<file path="config.mk">
export PLATFORM = sky130hd
export DESIGN_NAME = cps_status_bank
export DESIGN_NICKNAME = d
export VERILOG_FILES = /design/src/inc/cps_pkg.sv /design/src/rtl/cps_sync.sv /design/src/rtl/cps_status_bank.sv
export VERILOG_INCLUDE_DIRS = /design/src /design/src/inc
export SDC_FILE = /design/constraint.sdc
export NUM_CORES = 1
export LEC_CHECK = 0
export ABC_AREA = 1
export BUFFER_PORTS_ARGS = -buffer_cell sky130_fd_sc_hd__buf_2
export CAP_MARGIN = 20
export CORE_MARGIN = 2
export CORE_UTILIZATION = 45
export CTS_CLUSTER_SIZE = 16
export DETAILED_ROUTE_END_ITERATION = 10
export GPL_ROUTABILITY_DRIVEN = 0
export HOLD_SLACK_MARGIN = 0.06
export PLACE_DENSITY_LB_ADDON = 0.08
export SETUP_SLACK_MARGIN = 0.05
export SYNTH_ARGS = -nofsm -noshare
export SYNTH_HDL_FRONTEND = slang
export SYNTH_SLANG_ARGS = --single-unit
</file>
<file path="constraint.sdc">
create_clock -name clock_i -period 1.44 [get_ports clock_i]
set_input_delay 0.216 -clock clock_i [delete_from_list [all_inputs] [get_ports clock_i]]
set_output_delay 0.216 -clock clock_i [all_outputs]
set_load 0.01 [all_outputs]
</file>
<file path="src/inc/cps_defines.svh">
// cps_defines.svh: offsets, bit positions, reset values and encodings
// assumes inclusion by bare name from the package and design files
`ifndef CPS_DEFINES_SVH
`define CPS_DEFINES_SVH
`define CPS_ADDR_W          8
`define CPS_OFS_PROFILE_A   8'h12
`define CPS_OFS_LEGACY      8'h13
`define CPS_OFS_PIN_STATE   8'h14
`define CPS_BIT_NO_HANDSHAKE_FLAG       7
`define CPS_BIT_UVLO        4
`define CPS_BIT_USER        3
`define CPS_BIT_DCP         2
`define CPS_BIT_CDP         1
`define CPS_BIT_PT          0
`define CPS_BIT_PEN         6
`define CPS_BIT_M2          5
`define CPS_BIT_M1          4
`define CPS_BIT_EMEN        3
`define CPS_BIT_POL         2
`define CPS_LEGACY_N        7
`define CPS_RESET_VAL       8'h00
`define CPS_PS_SLEEP        2'h0
`define CPS_PS_DETECT       2'h1
`define CPS_PS_ACTIVE       2'h2
`define CPS_PS_ERROR        2'h3
`define CPS_STRAP_SETTLE    2'h2
`endif

</file>
<file path="src/inc/cps_pkg.sv">
// cps_pkg: types of the charger profile status bank
// assumes cps_defines.svh on the include path
`include "cps_defines.svh"
package cps_pkg;
   typedef enum logic [3:0] {
      CPS_PROF_NONE,
      CPS_PROF_USER,
      CPS_PROF_DCP,
      CPS_PROF_CDP,
      CPS_PROF_LEGACY
   } cps_prof_t;
   typedef enum logic [1:0] {
      CPS_ST_SLEEP,
      CPS_ST_DETECT,
      CPS_ST_ACTIVE,
      CPS_ST_ERROR
   } cps_pstate_t;
endpackage : cps_pkg

</file>
<file path="src/rtl/cps_sync.sv">
// cps_sync: two-flop synchroniser, one per bit
// assumes inputs are asynchronous levels from pins
module cps_sync #(
   parameter int W = 4
) (
   // clock and reset
   input  wire logic         clock_i,
   input  wire logic         reset_n_i,
   // data
   input  wire logic [W-1:0] async_i,
   output logic      [W-1:0] sync_o
);
   logic [W-1:0] meta_r;
   logic [W-1:0] meta_nxt;
   logic [W-1:0] sync_r;
   logic [W-1:0] sync_nxt;
   if (W < 1) begin : g_bad_width
      $error("cps_sync width must be positive");
   end
   always_comb begin
      meta_nxt = async_i;
      sync_nxt = meta_r;
   end
   always_ff @(posedge clock_i) begin
      if (!reset_n_i) begin
         meta_r <= '0;
         sync_r <= '0;
      end else begin
         meta_r <= meta_nxt;
         sync_r <= sync_nxt;
      end
   end
   assign sync_o = sync_r;
endmodule : cps_sync

</file>
<file path="src/rtl/cps_status_bank.sv">
// cps_status_bank: read-only profile, legacy and pin status registers
// assumes the management port delivers one-cycle read/write strobes with an
// address on the core clock, and sequencer events arrive as one-cycle pulses
// Function
// - Profile bits never drive alert/attach; accept bits clear on off, mode, removal.
// - No-handshake set only in dedicated cycle after failed profile; cleared on new.
// - No-handshake never set together with any other profile bit.
// - Undervolt flag follows supply below lockout threshold, self-clearing.
// - User profile handshake in dedicated cycle sets user bit; switch and limit follow custom.
// - Dedicated profile accept sets bit; switch per dedicated bit, constant limit.
// - Downstream handshake sets bit; switch closed, trip limit.
// - Passthrough mode sets bit; switch closed, trip limit.
// - Passthrough bit not re-set after reattach until mode one toggles.
// - Legacy one to seven map to bits 0-6; switch dedicated, custom limit.
// - Legacy bits also steer switch and limit; clear on off, mode, removal.
// - Effective power enable, pin or override, mirrored continuously.
// - Mode two, mode one, emulation enable mirrored into bits 5,4,3.
// - Polarity strap decoded at power-up; 0 active low, 1 active high.
// - Power state field 00 sleep, 01 detect, 10 active, 11 error.
// - Any bus access wakes, so reads never return sleep.
`include "cps_defines.svh"
module cps_status_bank
   import cps_pkg::*;
#(
   parameter int LEGACY_N = `CPS_LEGACY_N
) (
   // clock and reset
   input  wire logic                   clock_i,
   input  wire logic                   reset_n_i,
   // management port
   input  wire logic                   bus_rd_i,
   input  wire logic                   bus_wr_i,
   input  wire logic [`CPS_ADDR_W-1:0] bus_addr_i,
   output logic      [7:0]             bus_rdata_o,
   output logic                        bus_rvalid_o,
   output logic                        bus_wake_o,
   // control pins (asynchronous)
   input  wire logic                   power_enable_control_i,
   input  wire logic                   mode_one_control_i,
   input  wire logic                   mode_two_control_i,
   input  wire logic                   emulation_enable_control_i,
   input  wire logic                   polarity_strap_i,
   input  wire logic                   supply_uvlo_i,
   // overrides from switch configuration
   input  wire logic                   pin_ignore_i,
   input  wire logic                   power_enable_override_i,
   input  wire logic                   mode_one_override_i,
   input  wire logic                   mode_two_override_i,
   input  wire logic                   emulation_enable_override_i,
   // sequencer events
   input  wire logic                   dedicated_emulation_cycle_i,
   input  wire logic                   profile_applied_i,
   input  wire logic                   profile_end_no_handshake_flag_i,
   input  wire logic                   profile_accept_i,
   input  wire cps_prof_t              profile_kind_i,
   input  wire logic [2:0]             legacy_index_i,
   input  wire logic                   passthrough_mode_i,
   input  wire logic                   active_mode_change_i,
   input  wire logic                   removal_detect_i,
   input  wire cps_pstate_t            power_state_i,
   input  wire logic                   dedicated_cycle_hs_switch_i,
   input  wire logic                   custom_hs_switch_i,
   // switch and limit steering
   output logic                        hs_switch_close_o,
   output logic                        limit_constant_o,
   output logic                        limit_follow_custom_o
);
   logic [5:0] pins_s;
   logic       pen_eff;
   logic       m1_eff;
   logic       m2_eff;
   logic       emen_eff;
   logic       clr_accept;
   logic       sleep_req;

   logic             no_handshake_flag_r, no_handshake_flag_nxt;
   logic             uvlo_r, uvlo_nxt;
   logic [3:0]       acc_r, acc_nxt;
   logic [LEGACY_N-1:0] leg_r, leg_nxt;
   logic             pt_block_r, pt_block_nxt;
   logic             m1_prev_r, m1_prev_nxt;
   logic             pol_r, pol_nxt;
   logic [1:0]       pol_cnt_r, pol_cnt_nxt;
   logic [4:0]       mirror_r, mirror_nxt;
   logic [1:0]       pstate_r, pstate_nxt;
   logic             awake_r, awake_nxt;
   logic [7:0]       rdata_r, rdata_nxt;
   logic             rvalid_r, rvalid_nxt;
   logic             wake_r, wake_nxt;
   logic             hs_r, hs_nxt;
   logic             lconst_r, lconst_nxt;
   logic             lcust_r, lcust_nxt;

   if (LEGACY_N != 7) begin : g_bad_count
      $error("legacy profile count must be 7");
   end

   cps_sync #(
      .W (6)
   ) u_sync (
      .clock_i   (clock_i),
      .reset_n_i (reset_n_i),
      .async_i   ({supply_uvlo_i, polarity_strap_i,
                   emulation_enable_control_i, mode_one_control_i,
                   mode_two_control_i, power_enable_control_i}),
      .sync_o    (pins_s)
   );

   // pin ignore hands the control entirely to the override bits
   always_comb begin
      pen_eff  = pin_ignore_i ? power_enable_override_i
                              : (pins_s[0] ~^ pol_r);
      m2_eff   = pin_ignore_i ? mode_two_override_i : pins_s[1];
      m1_eff   = pin_ignore_i ? mode_one_override_i : pins_s[2];
      emen_eff = pin_ignore_i ? emulation_enable_override_i : pins_s[3];
   end

   assign clr_accept = !pen_eff || active_mode_change_i
                       || removal_detect_i;
   assign sleep_req  = bus_rd_i || bus_wr_i;

   // profile status state
   always_comb begin
      no_handshake_flag_nxt    = no_handshake_flag_r;
      acc_nxt      = acc_r;
      leg_nxt      = leg_r;
      pt_block_nxt = pt_block_r;
      m1_prev_nxt  = m1_eff;
      uvlo_nxt     = pins_s[5];
      if (m1_eff != m1_prev_r) begin
         pt_block_nxt = 1'b0;
      end
      if (clr_accept) begin
         acc_nxt = 4'h0;
         leg_nxt = '0;
         if (removal_detect_i && passthrough_mode_i) begin
            pt_block_nxt = 1'b1;
         end
      end
      if (profile_applied_i) begin
         no_handshake_flag_nxt = 1'b0;
      end
      if (profile_end_no_handshake_flag_i && dedicated_emulation_cycle_i) begin
         no_handshake_flag_nxt = 1'b1;
      end
      // set wins over clear for accept events
      if (profile_accept_i) begin
         case (profile_kind_i)
            CPS_PROF_USER: begin
               if (dedicated_emulation_cycle_i)
                  acc_nxt[`CPS_BIT_USER] = 1'b1;
            end
            CPS_PROF_DCP:  acc_nxt[`CPS_BIT_DCP] = 1'b1;
            CPS_PROF_CDP:  acc_nxt[`CPS_BIT_CDP] = 1'b1;
            CPS_PROF_LEGACY: begin
               if (legacy_index_i < 3'(LEGACY_N))
                  leg_nxt[legacy_index_i] = 1'b1;
            end
            default: ;
         endcase
      end
      if (passthrough_mode_i && !pt_block_nxt && pen_eff) begin
         acc_nxt[`CPS_BIT_PT] = 1'b1;
      end
      if ((|acc_nxt) || (|leg_nxt)) begin
         no_handshake_flag_nxt = 1'b0;
      end
   end

   always_ff @(posedge clock_i) begin
      if (!reset_n_i) begin
         no_handshake_flag_r    <= 1'b0;
         uvlo_r     <= 1'b0;
         acc_r      <= 4'h0;
         leg_r      <= '0;
         pt_block_r <= 1'b0;
         m1_prev_r  <= 1'b0;
      end else begin
         no_handshake_flag_r    <= no_handshake_flag_nxt;
         uvlo_r     <= uvlo_nxt;
         acc_r      <= acc_nxt;
         leg_r      <= leg_nxt;
         pt_block_r <= pt_block_nxt;
         m1_prev_r  <= m1_prev_nxt;
      end
   end

   // strap taken after the synchroniser refills; its reset zero is no strap
   always_comb begin
      pol_nxt     = pol_r;
      pol_cnt_nxt = pol_cnt_r;
      if (pol_cnt_r != 2'h3) begin
         pol_cnt_nxt = pol_cnt_r + 2'h1;
         if (pol_cnt_r == `CPS_STRAP_SETTLE) pol_nxt = pins_s[4];
      end
      mirror_nxt = {pen_eff, m2_eff, m1_eff, emen_eff, pol_r};
      awake_nxt  = sleep_req || (awake_r
                   && power_state_i != CPS_ST_SLEEP);
      case (power_state_i)
         CPS_ST_SLEEP:  pstate_nxt = `CPS_PS_SLEEP;
         CPS_ST_DETECT: pstate_nxt = `CPS_PS_DETECT;
         CPS_ST_ACTIVE: pstate_nxt = `CPS_PS_ACTIVE;
         CPS_ST_ERROR:  pstate_nxt = `CPS_PS_ERROR;
         default:       pstate_nxt = `CPS_PS_SLEEP;
      endcase
      if (pstate_nxt == `CPS_PS_SLEEP && (sleep_req || awake_r)) begin
         pstate_nxt = `CPS_PS_DETECT;
      end
   end

   always_ff @(posedge clock_i) begin
      if (!reset_n_i) begin
         pol_r      <= 1'b0;
         pol_cnt_r  <= 2'h0;
         mirror_r   <= 5'h00;
         awake_r    <= 1'b0;
         pstate_r   <= `CPS_PS_SLEEP;
      end else begin
         pol_r      <= pol_nxt;
         pol_cnt_r  <= pol_cnt_nxt;
         mirror_r   <= mirror_nxt;
         awake_r    <= awake_nxt;
         pstate_r   <= pstate_nxt;
      end
   end

   // read port; writes decode to nothing, reads clear no status bit
   always_comb begin
      rdata_nxt  = rdata_r;
      rvalid_nxt = bus_rd_i;
      wake_nxt   = sleep_req;
      if (bus_rd_i) begin
         case (bus_addr_i)
            `CPS_OFS_PROFILE_A:
               rdata_nxt = {no_handshake_flag_r, 2'h0, uvlo_r, acc_r};
            `CPS_OFS_LEGACY:
               rdata_nxt = {1'b0, leg_r};
            `CPS_OFS_PIN_STATE: begin
               // the wake is not yet in pstate_r, so sleep is returned as detect
               rdata_nxt = {1'b0, mirror_r, (pstate_r == `CPS_PS_SLEEP)
                            ? `CPS_PS_DETECT : pstate_r};
            end
            default: rdata_nxt = `CPS_RESET_VAL;
         endcase
      end
   end

   always_ff @(posedge clock_i) begin
      if (!reset_n_i) begin
         rdata_r  <= `CPS_RESET_VAL;
         rvalid_r <= 1'b0;
         wake_r   <= 1'b0;
      end else begin
         rdata_r  <= rdata_nxt;
         rvalid_r <= rvalid_nxt;
         wake_r   <= wake_nxt;
      end
   end

   // switch and limit steering from the accepted profile
   always_comb begin
      hs_nxt     = 1'b0;
      lconst_nxt = 1'b0;
      lcust_nxt  = 1'b0;
      if (acc_r[`CPS_BIT_USER]) begin
         hs_nxt    = custom_hs_switch_i;
         lcust_nxt = 1'b1;
      end else if (acc_r[`CPS_BIT_DCP]) begin
         hs_nxt     = dedicated_cycle_hs_switch_i;
         lconst_nxt = 1'b1;
      end else if (acc_r[`CPS_BIT_CDP] || acc_r[`CPS_BIT_PT]) begin
         hs_nxt = 1'b1;
      end else if (|leg_r) begin
         hs_nxt    = dedicated_cycle_hs_switch_i;
         lcust_nxt = 1'b1;
      end
   end

   always_ff @(posedge clock_i) begin
      if (!reset_n_i) begin
         hs_r     <= 1'b0;
         lconst_r <= 1'b0;
         lcust_r  <= 1'b0;
      end else begin
         hs_r     <= hs_nxt;
         lconst_r <= lconst_nxt;
         lcust_r  <= lcust_nxt;
      end
   end

   assign bus_rdata_o           = rdata_r;
   assign bus_rvalid_o          = rvalid_r;
   assign bus_wake_o            = wake_r;
   assign hs_switch_close_o     = hs_r;
   assign limit_constant_o      = lconst_r;
   assign limit_follow_custom_o = lcust_r;
endmodule : cps_status_bank

</file>
-- Yosys cells after proc, flatten, opt, wreduce, memory -nomap -nowiden
Index checks and enable logic that the tools add are counted.
- register bits: 51
- input bits: 41
- logic and storage cells: 103
- add/sub/neg operators: 1
- $lt $le $gt $ge: 3
- equal/unequal tests: 13
- mux-type cells: 35
- bitwise operators: 3
- reductions and logical operators: 28
- operators by type and width (kind ; number):
    $mux W7 ; 4
    $mux W1 ; 25
    $eq A8 B5 Y1 const B ; 3
    $pmux W8 S3 ; 1
    $reduce_or A7 Y1 ; 2
    $eq A4 B2 Y1 const B ; 2
    $pmux W2 S4 ; 1
    $logic_and A1 B1 Y1 ; 7
    $logic_or A1 B1 Y1 ; 7
    $or A7 B7 Y7 ; 1
    $eq A2 B2 Y1 const B ; 3
    $logic_not A2 Y1 ; 3
    $reduce_or A2 Y1 ; 3
    $eq A4 B1 Y1 const B ; 1
    $eq A4 B3 Y1 const B ; 1
    $lt A3 B4 Y1 const B ; 1
    $mux W4 ; 1
    $reduce_bool A2 Y1 ; 2
    $reduce_or A4 Y1 ; 1
    $demux W1 S3 ; 1
    $ge A3 B1 Y1 const B ; 1
    $lt A3 B3 Y1 const B ; 1
    $mux W3 ; 1
    $add A2 B1 Y2 const B ; 1
    other kinds (8) ; 9

-- Logic depth before layout (Yosys ltp)
- depth in word-level cells: 13
- gate-level depth with buffers: 11
- mapped depth without buffers: 11

-- Modules after synthesis
A second synthesis with hierarchy kept.
- cells, all modules: 306
- area, all modules: 2188.3 µm²
- modules (own cells, without submodules) (module ; instances ; cells each ; area an instance (µm²) ; seq. area each (µm²)):
    cps_status_bank ; 1 ; 269 ; 1846.8 ; 760.7
    cps_sync ; 1 ; 37 ; 341.6 ; 240.2

-- Worst setup path after synthesis
Ideal clock, no wire load.
- path kind: reg2reg
- start point: reg pol_r
- end point: reg no_handshake_flag_r
- arrival: 1.126 ns
- data required time: 1.329 ns
- setup slack: 0.203 ns
- stages on the path, launching flop included: 11
- path buffers: 0
- clock period less this slack: 1.237 ns
- path through: dfxtp_1 > inv_1 > nand2_1 > nand2_1 > nand2_1 > and2_4 > inv_2 > nor2_2 > nor2_4 > nand3_1 > nor2_1
- word-level cells in the longest chain between the ends: 13
- RTL lines (element ; line ; source):
    start, declared ; cps_status_bank.sv:82 ; logic pol_r, pol_nxt;
    start signal, assigned ; cps_status_bank.sv:219 ; pol_r <= pol_nxt;
    $xnor A1 B1 Y1 * ; cps_status_bank.sv:112 ; : (pins_s[0] ~^ pol_r);
    $mux W1 * ; cps_status_bank.sv:111 ; pen_eff = pin_ignore_i ? power_enable_override_i
    $logic_not A1 Y1 ; cps_status_bank.sv:118 ; assign clr_accept = !pen_eff || active_mode_change_i
    $logic_or A1 B1 Y1 ; cps_status_bank.sv:118 ;
    $logic_or A1 B1 Y1 ; cps_status_bank.sv:119 ; || removal_detect_i;
    $mux W7 / $mux W1 (equally long branches) ; cps_status_bank.sv:133 ; if (clr_accept) begin
    $or A7 B7 Y7 (no source line) / $logic_not A1 Y1 (equally long branches) ; -- ;
    $mux W7 / $logic_and A1 B1 Y1 (equally long branches) ; cps_status_bank.sv:156, cps_status_bank.sv:162 ;
    $mux W7 / $logic_and A1 B1 Y1 (equally long branches) ; cps_status_bank.sv:148, cps_status_bank.sv:162 ;
    $mux W7 / $mux W1 (equally long branches) ; cps_status_bank.sv:147, cps_status_bank.sv:162 ;
    $reduce_or A7 Y1 / $reduce_or A4 Y1 (equally long branches) ; cps_status_bank.sv:165 ; if ((|acc_nxt) || (|leg_nxt)) begin
    $logic_or A1 B1 Y1 * ; cps_status_bank.sv:165 ;
    $reduce_or A2 Y1 (no source line) * ; -- ;
    end signal, assigned ; cps_status_bank.sv:179 ; no_handshake_flag_r <= no_handshake_flag_nxt;
    end, declared ; cps_status_bank.sv:76 ; logic no_handshake_flag_r, no_handshake_flag_nxt;
Mark *: on every way between the ends. The rest lies on a longest branch, timed or not.
A chain may end at the register's enable or synchronous reset.

-- Worst setup path after layout
Same ends and word-level chain as after synthesis.

==> reports/metrics.csv <==
stage,metric,value,unit
critical_path,crit path max fanout,10,
floorplan,io pins,54,
critical_path,"delay-heaviest family, CP",simple AND/OR/NAND/NOR gates,
sta,hold slack,0.0948,ns
floorplan,Total Die Area,5310,um2
floorplan,Rows,25,
grt,gr usage total,18.3,%
route,post-route DRC violation count,0,
clocking,TritonCTS clock tree,yes,
clocking,clock insertion delay at the later pin of the skew report,0.29,ns
route,WL final,4.43,mm
synthesis,Netlist cell types,25,
route,WL per Instance,10.6,um
power,total power,2570,uW
cells_and_area,Area Growth Syn to Fin,21.5,%
critical_path,"slowest stage delay, CP",0.36,ns
clocking,"CTS clk-pin slew, worst paths",0.09,ns
synthesis,Post-Synthesis Cells,301,
power,"IR drop worst, VDD",0.620,mV
power,leakage power,0.00135,uW
power,Pwr per Cell Area,990,nW/um2
critical_path,Worst EP arrival,1.44,ns
grt,total gr overflow,0,
route,DR iter-0 viols,63,
critical_path,Crit Path Class,flip-flop to flip-flop,
grt,pin count of the biggest net entering global routing,29,
sta,fin crit period,1.24,ns
sta,Hold Fails Final Rpt,0,
floorplan,core area,4660,um2
synthesis,share of the synthesized area in the top cell type,46.9,%
critical_path,Critical Path Source Type,flip-flop,
clocking,Hold Buf Count CTS,0,
critical_path,Crit path buffers/inverters,2,
synthesis,synth warn,0,
synthesis,flop and latch count out of synthesis,50,
grt,antenna violations before repair,0,
clocking,CTS buffer count,5,
status,outcome,completed,
clocking,postcts setup bufs,0,
grt,vias in the first global route,1732,
grt,first-pass GRT wire length,7.60,mm
run,max_cap viols,0,
sta,Fin Setup TNS,0,ns
clocking,Clock Path Buffers,2,
cells_and_area,number of antenna diodes,0,
route,vias per cell,4.68,
sta,fmax,806,MHz
hold_path,worst min-delay path class,input port to flip-flop,
route,DR pass1 iterations,5,
placement,dpl cells,408,
route,total number of vias,1948,
synthesis,largest area contributor in the netlist,dfxtp_1,
synthesis,mean post-synth cell area,7.09,um2
placement,DP HPWL,3.40,mm
synthesis,"Seq/Total Area, Yosys",46.9,%
cells_and_area,Final nets,404,
clocking,H-tree levels,2,
sta,final worst-path cycle share,86.2,%
sta,fin. max-slew vios,0,
floorplan,Initial Util,45.8,%
placement,buffers added on ports,53,
cells_and_area,Final Non-Filler Cells,416,
cells_and_area,"commonest non-fill, non-tap cell in the layout",nand2_1,
route,Detail Route Antenna Nets,0,
cells_and_area,most frequent cells in the layout,"nand2_1, buf_2, dfxtp_1",
critical_path,slowest CP cell,dfxtp_1,
synthesis,Mapped Area,2130,um2
sta,RSZ-0062 raised after global routing,no,
clocking,clock root cell,clkbuf_8,
critical_path,worst path required time,1.64,ns
sta,Final setup viols,0,
synthesis,syn nets,344,
critical_path,kind of end point of the critical path,flip-flop,
cells_and_area,fin util,55.7,%
cells_and_area,layout cells sized above 1,22.7,%
sta,Fin Clk Skew,0.00447,ns
critical_path,crit path cell chain,inv_1 -> nand2_1 -> nand2_2 -> nand2_4 -> and2_4 -> inv_2 -> nor2_2 -> nor2_4 -> nand3_1 -> nor2_1,
clocking,clk sinks,50,
sta,worst-margin pin slew,0.494,ns
floorplan,DIE HEIGHT,72.9,um
floorplan,chip width,72.9,um
synthesis,"top cells by area, synth","dfxtp_1, nand2_1, inv_1, nor2_1, nand3_1",
sta,Relative slew margins,67.0,%
## what timing repair did
| action | CTS | global route |
|---|---|---|
| pin swaps | 0 | 0 |
| resized for setup | 1 | 3 |
| endpoints found under the setup margin | 1 | 2 |
| hold endpoints to repair | 0 | 0 |
## power breakdown
group | internal, uW | switching [uW] | total (uW)
clock network | 396 | 451 | 847
logic | 109 | 158 | 267
registers | 1430 | 20.5 | 1450
total | 1940 | 630 | 2570
## tightest hold or removal path, cell delays in order
cell and delay [ns]:
buf_2 0.07, nand2_1 0.04, inv_1 0.04
## layer usage
layer  global-route usage, %  vias to the layer above  wire length [um]
met1                    24.9                      835              2250
met2                    29.4                       39              1960
met5                       0                        -                 0
met4                    4.94                        0                36
li1                        -                     1070                 -
met3                    4.28                        4               184
## synth_stat cells
cell type  instances
nand3_2            1
o21ai_1            1
clkbuf_1           3
nor2_2             1
dfxtp_1           50
buf_2              1
a21oi_1           20
o21ai_0            7
inv_1             43
ha_1               2
nor3_4             1
nor2_4             1
nor2_1            42
nand2_1           66
and2_4             1
nor3_1             4
inv_2              6
o211ai_1           3
nor3b_2            1
buf_1              2
or2_1              1
nand4_1           11
nand3_1           31
buf_6              1
and3_1             1
## per-stage QoR
| stage | instance area [um2] | worst slack [ns] |
|---|---|---|
| after global placement | 2480 | 0.0951 |
| final | 2590 | 0.199 |
| after global routing | 2590 | 0.0673 |
| after detailed placement | 2480 | 0.0478 |
| after floorplan | 2130 | 0.203 |
| after CTS | 2590 | 0.124 |
## area by class of cell
| class | count | area, um2 |
|---|---|---|
| Clock buffer | 6 | 82.6 |
| Clock inverter | 2 | 16.3 |
| Fill cell | 462 | 2070 |
| Inverter | 49 | 184 |
| Multi-Input combinational cell | 195 | 925 |
| Sequential cell | 50 | 1000 |
| Tap cell | 54 | 67.6 |
| Timing Repair Buffer | 60 | 318 |
## registers in the layout, summed over array words and instances, names as in the netlist
register and cells:
acc_r 4, awake_r 1, bus_rdata_o 8, bus_rvalid_o 1
bus_wake_o 1, hs_switch_close_o 1, leg_r 7, limit_constant_o 1
limit_follow_custom_o 1, mirror_r 5, no_handshake_flag_r 1, pol_cnt_r 2
pol_r 1, pstate_r 2, pt_block_r 1, u_sync.meta_r 6
u_sync.sync_o 6, uvlo_r 1
## final timing paths
| path | slack [ns] | endpoint | from | cells past startpoint |
|---|---|---|---|---|
| hold reg to reg | 0.42 | u_sync.sync_o[4] | u_sync.meta_r[4] | 2 |
| hold / removal | 0.09 | u_sync.meta_r[1] | mode_two_control_i | 3 |
| setup reg to reg | 0.20 | no_handshake_flag_r | pol_r | 10 |
| setup / recovery | 0.20 | no_handshake_flag_r | pol_r | 10 |
## kinds of logic after synthesis
| group | after synthesis | synth area share (%) |
|---|---|---|
| AOI/OAI and AO/OA | 31 | 7.62 |
| buffers and inverters | 56 | 10.3 |
| DFF | 50 | 46.9 |
| adders and majority gates | 2 | 1.17 |
| and+or+nand+nor | 162 | 34.1 |
No activity file was read; power rests on OpenSTA's default activity.
